$ cat src/inc/dscp_cfg.svh
// Purpose: constants for the serial configuration port
// Assumes: 200 MHz system clock, serial clock sampled as data
// Notes: definitions only
`ifndef DSCP_CFG_SVH
`define DSCP_CFG_SVH
`define DSCP_ADDR_COMM      7'h00
`define DSCP_ADDR_FUPD      7'h36
`define DSCP_ADDR_FTW0      7'h30
`define DSCP_ADDR_FTW3      7'h33
`define DSCP_ADDR_PHS0      7'h34
`define DSCP_ADDR_PHS1      7'h35
`define DSCP_BIT_SDIO_BIDIR 7
`define DSCP_BIT_LSB_FIRST  6
`define DSCP_BIT_SOFT_RST   5
`define DSCP_BIT_FUPD       0
`define DSCP_ADDR_MIN       7'h00
`define DSCP_ADDR_MAX       7'h7F
`define DSCP_BITS_PER_BYTE  3'h7
`define DSCP_RST_BYTE       8'h00
`endif

$ cat src/inc/dscp_pkg.sv
// Purpose: types for the serial configuration port
// Assumes: nothing
// Notes: phases of one communication cycle
package dscp_pkg;
    typedef enum logic [0:0] {
        DSCP_PH_INSTR = 1'b0,
        DSCP_PH_DATA  = 1'b1
    } dscp_phase_t;
endpackage

$ cat src/rtl/dscp_sync.sv
// Purpose: two flip-flop synchroniser for one pin
// Assumes: input is asynchronous to clk
// Notes: first stage read only by second stage
`timescale 1ns/1ps
`default_nettype none
module dscp_sync #(
    parameter logic RST_VAL = 1'b0
) (
    input  wire logic clk,
    input  wire logic rst_n,
    input  wire logic ce,
    input  wire logic d,
    output logic      q
);
    logic meta_r;

    always_ff @(posedge clk or negedge rst_n) begin
        if (!rst_n) begin
            meta_r <= RST_VAL;
            q      <= RST_VAL;
        end else if (ce) begin
            meta_r <= d;
            q      <= meta_r;
        end
    end
endmodule
`default_nettype wire

$ cat src/rtl/dscp_port.sv
// Purpose: serial configuration port with 128-byte register file
// Assumes: serial clock far slower than clk; host is the only master
// Notes: writes land per byte; tuning/phase registers staged until update
// Notes on behaviour
// - The first eight rising serial clock edges shift in the instruction byte.
// - Instruction byte decides read or write and the first register address.
// - Chip select high then low restarts at the instruction phase.
// - Every later edge is data; one or many bytes may follow.
// - Each written byte updates its register at its last bit.
// - Tuning word and phase offset apply only when update bit is set.
// - Either one bidirectional data pin or separate input and output pins.
// - Bit order MSB-first or LSB-first, selected by a control bit.
// - Instruction bit 7 high means read; low seven bits give address.
// - Input sampled on rising edges, read data driven on falling edges.
// - Address steps down in MSB-first mode, up in LSB-first mode.
// - Both data pins float while chip select is high.
`timescale 1ns/1ps
`default_nettype none
`include "dscp_cfg.svh"
module dscp_port
    import dscp_pkg::*;
(
    input  wire logic       clk,
    input  wire logic       rst_n,
    input  wire logic       ce,
    input  wire logic       sclk,
    input  wire logic       cs_n,
    input  wire logic       sdio_i,
    output logic            sdio_o,
    output logic            sdio_oe,
    output logic            serial_data_out_pin_o,
    output logic            serial_data_out_pin_oe,
    output logic            bidir_mode,
    output logic            lsb_first,
    output logic [31:0]     ftw_active,
    output logic [15:0]     phase_active,
    output logic            wr_strobe,
    output logic [6:0]      wr_addr,
    output logic [7:0]      wr_data
);
    logic        sclk_s;
    logic        cs_n_s;
    logic        sdi_s;
    logic        sclk_d_r;
    logic        cs_d_r;
    dscp_phase_t phase_r;
    logic [2:0]  bit_cnt_r;
    logic [7:0]  shift_r;
    logic        rd_r;
    logic [6:0]  addr_r;
    logic [7:0]  tx_r;
    logic        out_bit_r;
    logic [7:0]  regs_r [0:127];

    dscp_sync #(.RST_VAL(1'b0)) u_sync_sclk (.clk(clk), .rst_n(rst_n), .ce(ce),
        .d(sclk), .q(sclk_s));
    dscp_sync #(.RST_VAL(1'b1)) u_sync_cs (.clk(clk), .rst_n(rst_n), .ce(ce),
        .d(cs_n), .q(cs_n_s));
    dscp_sync #(.RST_VAL(1'b0)) u_sync_sdi (.clk(clk), .rst_n(rst_n), .ce(ce),
        .d(sdio_i), .q(sdi_s));

    // Limitation: each serial clock half period must span about four clk
    // cycles, since two sync stages and the edge detector sit in front
    wire       sclk_rise = sclk_s & ~sclk_d_r & ~cs_n_s;
    wire       sclk_fall = ~sclk_s & sclk_d_r & ~cs_n_s;
    wire       cs_start  = cs_d_r & ~cs_n_s;
    wire       in_instr  = (phase_r == DSCP_PH_INSTR);
    wire       in_data   = (phase_r == DSCP_PH_DATA);
    wire       last_bit  = (bit_cnt_r == `DSCP_BITS_PER_BYTE);
    wire [2:0] cnt_nxt   = bit_cnt_r + 3'h1;
    wire       byte_done = sclk_rise && last_bit;
    // LSB-first fills from the top so the byte ends up in natural order
    wire [7:0] shift_nxt = lsb_first ? {sdi_s, shift_r[7:1]}
                                     : {shift_r[6:0], sdi_s};
    wire       instr_done = byte_done && in_instr;
    wire       data_done  = byte_done && in_data;
    wire       is_read    = shift_nxt[7];
    wire [6:0] start_addr = shift_nxt[6:0];
    // Saturate at the ends of the map rather than wrap
    wire [6:0] addr_step  = lsb_first
        ? ((addr_r == `DSCP_ADDR_MAX) ? addr_r : addr_r + 7'h01)
        : ((addr_r == `DSCP_ADDR_MIN) ? addr_r : addr_r - 7'h01);
    wire       do_write   = data_done && !rd_r;
    wire [6:0] rd_next    = instr_done ? start_addr : addr_step;
    wire       load_tx    = (instr_done && is_read) || (data_done && rd_r);
    wire       upd_req    = regs_r[`DSCP_ADDR_FUPD][`DSCP_BIT_FUPD];
    wire       fupd_wr    = do_write && (addr_r == `DSCP_ADDR_FUPD)
                            && shift_nxt[`DSCP_BIT_FUPD];
    wire       tx_bit     = lsb_first ? tx_r[0] : tx_r[7];
    wire [7:0] tx_shift   = lsb_first ? {1'b0, tx_r[7:1]}
                                      : {tx_r[6:0], 1'b0};
    // Output enable follows the synchronised select, so the pins float
    // a few clk cycles after the select pin rises
    wire       driving    = ~cs_n_s && rd_r && in_data;

    // Staged tuning and phase bytes, low byte at the lower address
    wire [7:0] ftw_b0     = regs_r[`DSCP_ADDR_FTW0];
    wire [7:0] ftw_b1     = regs_r[`DSCP_ADDR_FTW0 + 7'h01];
    wire [7:0] ftw_b2     = regs_r[`DSCP_ADDR_FTW3 - 7'h01];
    wire [7:0] ftw_b3     = regs_r[`DSCP_ADDR_FTW3];
    wire [7:0] phs_b0     = regs_r[`DSCP_ADDR_PHS0];
    wire [7:0] phs_b1     = regs_r[`DSCP_ADDR_PHS1];
    wire       apply_now  = upd_req || fupd_wr;

    assign bidir_mode = regs_r[`DSCP_ADDR_COMM][`DSCP_BIT_SDIO_BIDIR];
    assign lsb_first  = regs_r[`DSCP_ADDR_COMM][`DSCP_BIT_LSB_FIRST];

    always_ff @(posedge clk or negedge rst_n) begin
        if (!rst_n) begin
            sclk_d_r <= 1'b0;
            cs_d_r   <= 1'b1;
        end else if (ce) begin
            sclk_d_r <= sclk_s;
            cs_d_r   <= cs_n_s;
        end
    end

    always_ff @(posedge clk or negedge rst_n) begin
        if (!rst_n) begin
            phase_r   <= DSCP_PH_INSTR;
            bit_cnt_r <= 3'h0;
            shift_r   <= `DSCP_RST_BYTE;
            rd_r      <= 1'b0;
            addr_r    <= `DSCP_ADDR_MIN;
        end else if (ce) begin
            if (cs_n_s || cs_start) begin
                phase_r   <= DSCP_PH_INSTR;
                bit_cnt_r <= 3'h0;
            end else if (sclk_rise) begin
                shift_r   <= shift_nxt;
                bit_cnt_r <= cnt_nxt;
                if (instr_done) begin
                    phase_r <= DSCP_PH_DATA;
                    rd_r    <= is_read;
                    addr_r  <= start_addr;
                end else if (data_done) begin
                    addr_r  <= addr_step;
                end
            end
        end
    end

    // Read byte loaded on the rising edge, shifted out from the next fall
    always_ff @(posedge clk or negedge rst_n) begin
        if (!rst_n) begin
            tx_r      <= `DSCP_RST_BYTE;
            out_bit_r <= 1'b0;
        end else if (ce) begin
            if (load_tx) begin
                tx_r <= regs_r[rd_next];
            end else if (sclk_fall && driving) begin
                out_bit_r <= tx_bit;
                tx_r      <= tx_shift;
            end
        end
    end

    always_ff @(posedge clk or negedge rst_n) begin
        if (!rst_n) begin
            for (int i = 0; i < 128; i++) begin
                regs_r[i] <= `DSCP_RST_BYTE;
            end
        end else if (ce) begin
            if (do_write) begin
                regs_r[addr_r] <= shift_nxt;
            end else if (upd_req) begin
                // Self-clearing so one write holds the update request for one cycle
                regs_r[`DSCP_ADDR_FUPD][`DSCP_BIT_FUPD] <= 1'b0;
            end
        end
    end

    // Staged values reach the datapath only on an update request
    always_ff @(posedge clk or negedge rst_n) begin
        if (!rst_n) begin
            ftw_active   <= 32'h0000_0000;
            phase_active <= 16'h0000;
        end else if (ce && apply_now) begin
            // Applied on the update write itself and again the cycle after;
            // the second copy is harmless and keeps the clear path simple
            ftw_active   <= {ftw_b3, ftw_b2, ftw_b1, ftw_b0};
            phase_active <= {phs_b1, phs_b0};
        end
    end

    always_ff @(posedge clk or negedge rst_n) begin
        if (!rst_n) begin
            wr_strobe <= 1'b0;
            wr_addr   <= `DSCP_ADDR_MIN;
            wr_data   <= `DSCP_RST_BYTE;
        end else if (ce) begin
            wr_strobe <= do_write;
            if (do_write) begin
                wr_addr <= addr_r;
                wr_data <= shift_nxt;
            end
        end
    end

    assign sdio_o                 = out_bit_r;
    assign sdio_oe                = driving && bidir_mode;
    assign serial_data_out_pin_o  = out_bit_r;
    assign serial_data_out_pin_oe = driving && !bidir_mode;
endmodule
`default_nettype wire

$ cat config.mk
export PLATFORM = sky130hd
export DESIGN_NAME = dscp_port
export DESIGN_NICKNAME = d
export VERILOG_FILES = /design/src/inc/dscp_pkg.sv /design/src/rtl/dscp_sync.sv /design/src/rtl/dscp_port.sv
export VERILOG_INCLUDE_DIRS = /design/src /design/src/inc
export SDC_FILE = /design/constraint.sdc
export NUM_CORES = 2
export LEC_CHECK = 0
export BUFFER_PORTS_ARGS = -buffer_cell sky130_fd_sc_hd__buf_2
export CORE_ASPECT_RATIO = 1.5
export CORE_MARGIN = 3
export CORE_UTILIZATION = 40
export DETAILED_ROUTE_END_ITERATION = 10
export PLACE_DENSITY_LB_ADDON = 0.3
export SYNTH_ARGS = -nofsm -noshare
export SYNTH_HDL_FRONTEND = slang
export SYNTH_SLANG_ARGS = --single-unit
$ cat constraint.sdc
create_clock -name clk -period 3.5 [get_ports clk]
set_clock_uncertainty 0.1 [all_clocks]
set_input_delay 0.35 -clock clk [delete_from_list [all_inputs] [get_ports clk]]
set_output_delay 0.35 -clock clk [all_outputs]
set_load 0.05 [all_outputs]
==> summary.md <==
The number of H-tree branching levels was 3. The register with the most flip-flops in the layout has 974 of them. The utilization after layout came out at 48.2%.

Once detail routing completed, the nets flagged for antenna violations numbered 0. The share of the synthesized area in the top cell type was 56.9%. After synthesis, flip-flops and latches occupy 57.0% of the total area. The cell with the most instances after synthesis was dfrtp_1. The width of the chip was 293 um; the number of synthesis warnings was 0. Path class of the lowest-slack min-delay path: input port to async pin. The peak supply drop came out at 0.000374 V. The tools report the hold violation total from the final report as 0. The finished cells cover 0.0589 mm^2.

The most numerous cell type found on the critical path is buf_12. For the max-slew violation count, the log shows 0. Data on the critical path arrives at its endpoint at 4.28 ns. The filler cells instantiated in the layout total 11.1k. The tools report the pin count of the biggest net entering global routing as 117. In this run the critical register-to-register path is launched from addr_r[4].

Setup violations remaining at the end of the flow were counted as 8. For the cell row count, the log shows 157. Startpoint kind of the worst setup timing path: a register. The flow ran to the end, but the final reports show violations. Of all nets on the critical path, the largest fanout is 7. The maximum buffer depth of the clock tree is 3. By area the synthesized netlist is led by dfrtp_1, mux4_2, a21oi_1.

The run gives 238 mm as the global-route wire length before repair. Among all stages on the critical path, the largest delay is contributed by or4_4. Total power divided by cell area: 448 mW/mm^2. The setup path with the least slack is of type register to register.

Before CTS, the worst setup slack after placement is -0.657 ns. The tools report the endpoint class of the critical path as a register. The global-route met2 utilization was 41.1%. The final layout contains 5105 nets. The area taken by multi-input logic gates is 0.0202 mm^2. During I/O placement, the number of pins put on the boundary was 76.

Data on the critical path is required at its endpoint by 4.00 ns. In this run the tool buffered the top-level ports with 75 buffer cells. The detailed router finished its first iteration with 3229 violations. In the final layout, flip-flops and latches occupy 0.0282 mm^2.

After clock tree synthesis, the clock-pin slew on the worst setup and hold paths is 0.06 ns. Clock root buffer: clkbuf_16. The final routed wirelength across all metal layers is 155 mm.

Predominant post-synthesis flop cell: dfrtp_1. For the placeable core region, the log shows 0.122 mm^2. The number of antenna violations at the first check in global routing is 1, and the share of the clock period used by the worst path after layout is 108%. For this run the aggregate overflow at the end of global routing stands at 0. At the pin with the least slew margin, the transition time is 1.15 ns.

The largest single stage delay on the critical path is 0.55 ns. Post-synthesis sequential element count: 1125. The run gives 4874 as the number of nets produced by synthesis.

A synthesized cell averages 10.2 um^2. The clock reaches the later pin of the worst-skew pair after 0.72 ns. The signal on the critical path passes through or4_4, o32a_4, mux2i_4, nand2_8, buf_12, buf_12, buf_12, buf_12, mux4_2, a22oi_2, buf_4, nand4b_1, nand3_2, nor3_1.

Cells with a size suffix above 1 make up 20.8% of the layout. Once placement finished, the instance area stood at 0.0538 mm^2. In this run the vertical extent of the chip is 436 um. The global-route layer with the greatest usage is met2. Sorting the synthesized cells by how often they occur yields dfrtp_1, nor2_1, a21oi_1.

Counting cells, the worst reg-to-reg path comes to 14. The number of detailed-route iterations in the first pass was 8; the timing-limited maximum frequency was 265 MHz. The instance count of the mapped netlist came out at 4863. The DRC violation count after routing was 0; the netlist area before placement was 0.0494 mm^2. The checks that failed: negative setup slack. Yosys mapped a number of flops with a built-in enable equal to 0. The die covers 0.128 mm^2. Dividing the detail-routed wire length by the instance count gives 22.9 um. The synthesis-to-finish area growth works out to 19.4%. Setup slack on the worst reg-to-reg path comes out at -0.28 ns. The minimum setup slack in the final design was -0.279 ns.

Number of stages on the worst setup path: 14. Max-cap violations in this run came to 0. On the critical path the largest part of the delay comes from simple AND/OR/NAND/NOR gates.

The via count of the first global-routing pass is 38.3k. The number of buffers and inverters on the critical path is 5. The initial utilization of the core area, before any placement, comes to 40.3%. In this run the tightest slew margin relative to its limit is 23.4%. The top register by number of flip-flops is regs_r. The post-layout minimum cycle time is 3.78 ns. Setup repair after global routing could not meet its margin everywhere. The run gives 1125 as the TritonCTS sink count. Cell type with the largest total area after synthesis: dfrtp_1. The via count was 38.1k; the met3 track demand over resource was 3.73%.

Of all flip-flops after synthesis, the portion carrying an async set or reset was 100%. The critical path starts at addr_r[4]. The congestion estimate from routability-driven global placement came to 0.920. The post-detailed-route via-to-cell ratio came out at 5.63. The analysis attributes to cell leakage a power of 26.5 nW. The largest registers in the layout are regs_r (974), ftw_active (32), phase_active (16). For met1 alone, demand over resource in global routing was 29.6%. The wire-length estimate of the detail-placed layout is 102 mm. After synthesis, the netlist uses 61 different library cells. Across every metal layer, demand over resource in global routing totals 24.2%.

TritonCTS created 101 clock buffers. TritonCTS built the clock tree.
-- through the flow --
stage          instances  power [mW]  hold WS, ns  setup TNS, ns
2_1_floorplan       4863        14.0      -0.0456      -0.000691
3_3_place_gp        6519        14.9        0.250          -3.19
3_5_place_dp        6519        14.9        0.249          -3.33
4_1_cts             6732        26.7       0.0570          -2.09
5_1_grt             6769        27.2        0.140          -2.44
6_report            6769        26.4        0.125          -1.86
-- cells in the final DEF (no fill, tap or decap), types with 20 or more instances in the layout --
master     count
a21oi_1      757
dfrtp_1     1121
mux4_2       189
buf_4        349
a22oi_2       39
clkbuf_8      21
nand3_1       88
a31oi_1       22
nand2_1      650
clkbuf_16    110
a32oi_1       25
buf_2         74
clkbuf_1      20
nor2_1       829
a22oi_1       37
buf_12        52
a211oi_1      26
o21ai_0      355
and3_1        27
mux2_2        57
-- worst paths after layout --
check | to
max reg2reg | tx_r[2]
max | tx_r[2]
max in group asynchronous | regs_r[755]
min reg2reg | wr_addr[3]
min in group clk | u_sync_cs.meta_r
min | regs_r[513]
-- where the power goes --
group	switching, mW	internal, mW	total [mW]
combinational	1.36	0.199	1.56
clock	5.13	6.65	11.8
sequential	0.0459	13.0	13.1
-- kinds of logic (layout without fill, tap and decap cells) --
group | after synthesis | count (layout) | share of synthesized area [%]
adders and majority gates | 5 | 5 | 0.127
DFF | 1125 | 1125 | 57.0
and+or+nand+nor | 1709 | 1709 | 14.0
other | 0 | 1 | 0
buffers and inverters | 410 | 725 | 3.59
muxes | 259 | 259 | 10.2
AOI/OAI and AO/OA | 1355 | 1355 | 15.1
-- layer usage --
| layer | wire length (um) | share of wire (%) |
|---|---|---|
| met1 | 60500 | 39 |
| met2 | 77500 | 50 |
| met5 | 0 | 0 |
| met4 | 8880 | 5.7 |
| met3 | 8330 | 5.4 |
-- timing repair --
item | CTS | global route
hold endpoints to repair | 147 | 0
cloned | 7 | 8
setup endpoints to repair | 8 | 8
hold buffers | 7 | 0
pin swaps | 21 | 34
resized for setup | 91 | 85
setup buffers | 12 | 32
-- final cells by class --
cell class / instances / area share [%]
antenna: 1 / 0.00425
timing repair buffer: 530 / 8.53
tap: 1590 / 3.38
sequential: 1125 / 47.8
inverter: 8 / 0.0509
clock inverter: 44 / 0.968
clock buffer: 143 / 4.95
multi-input combinational: 3328 / 34.4
No activity file was read; power rests on OpenSTA's default activity.
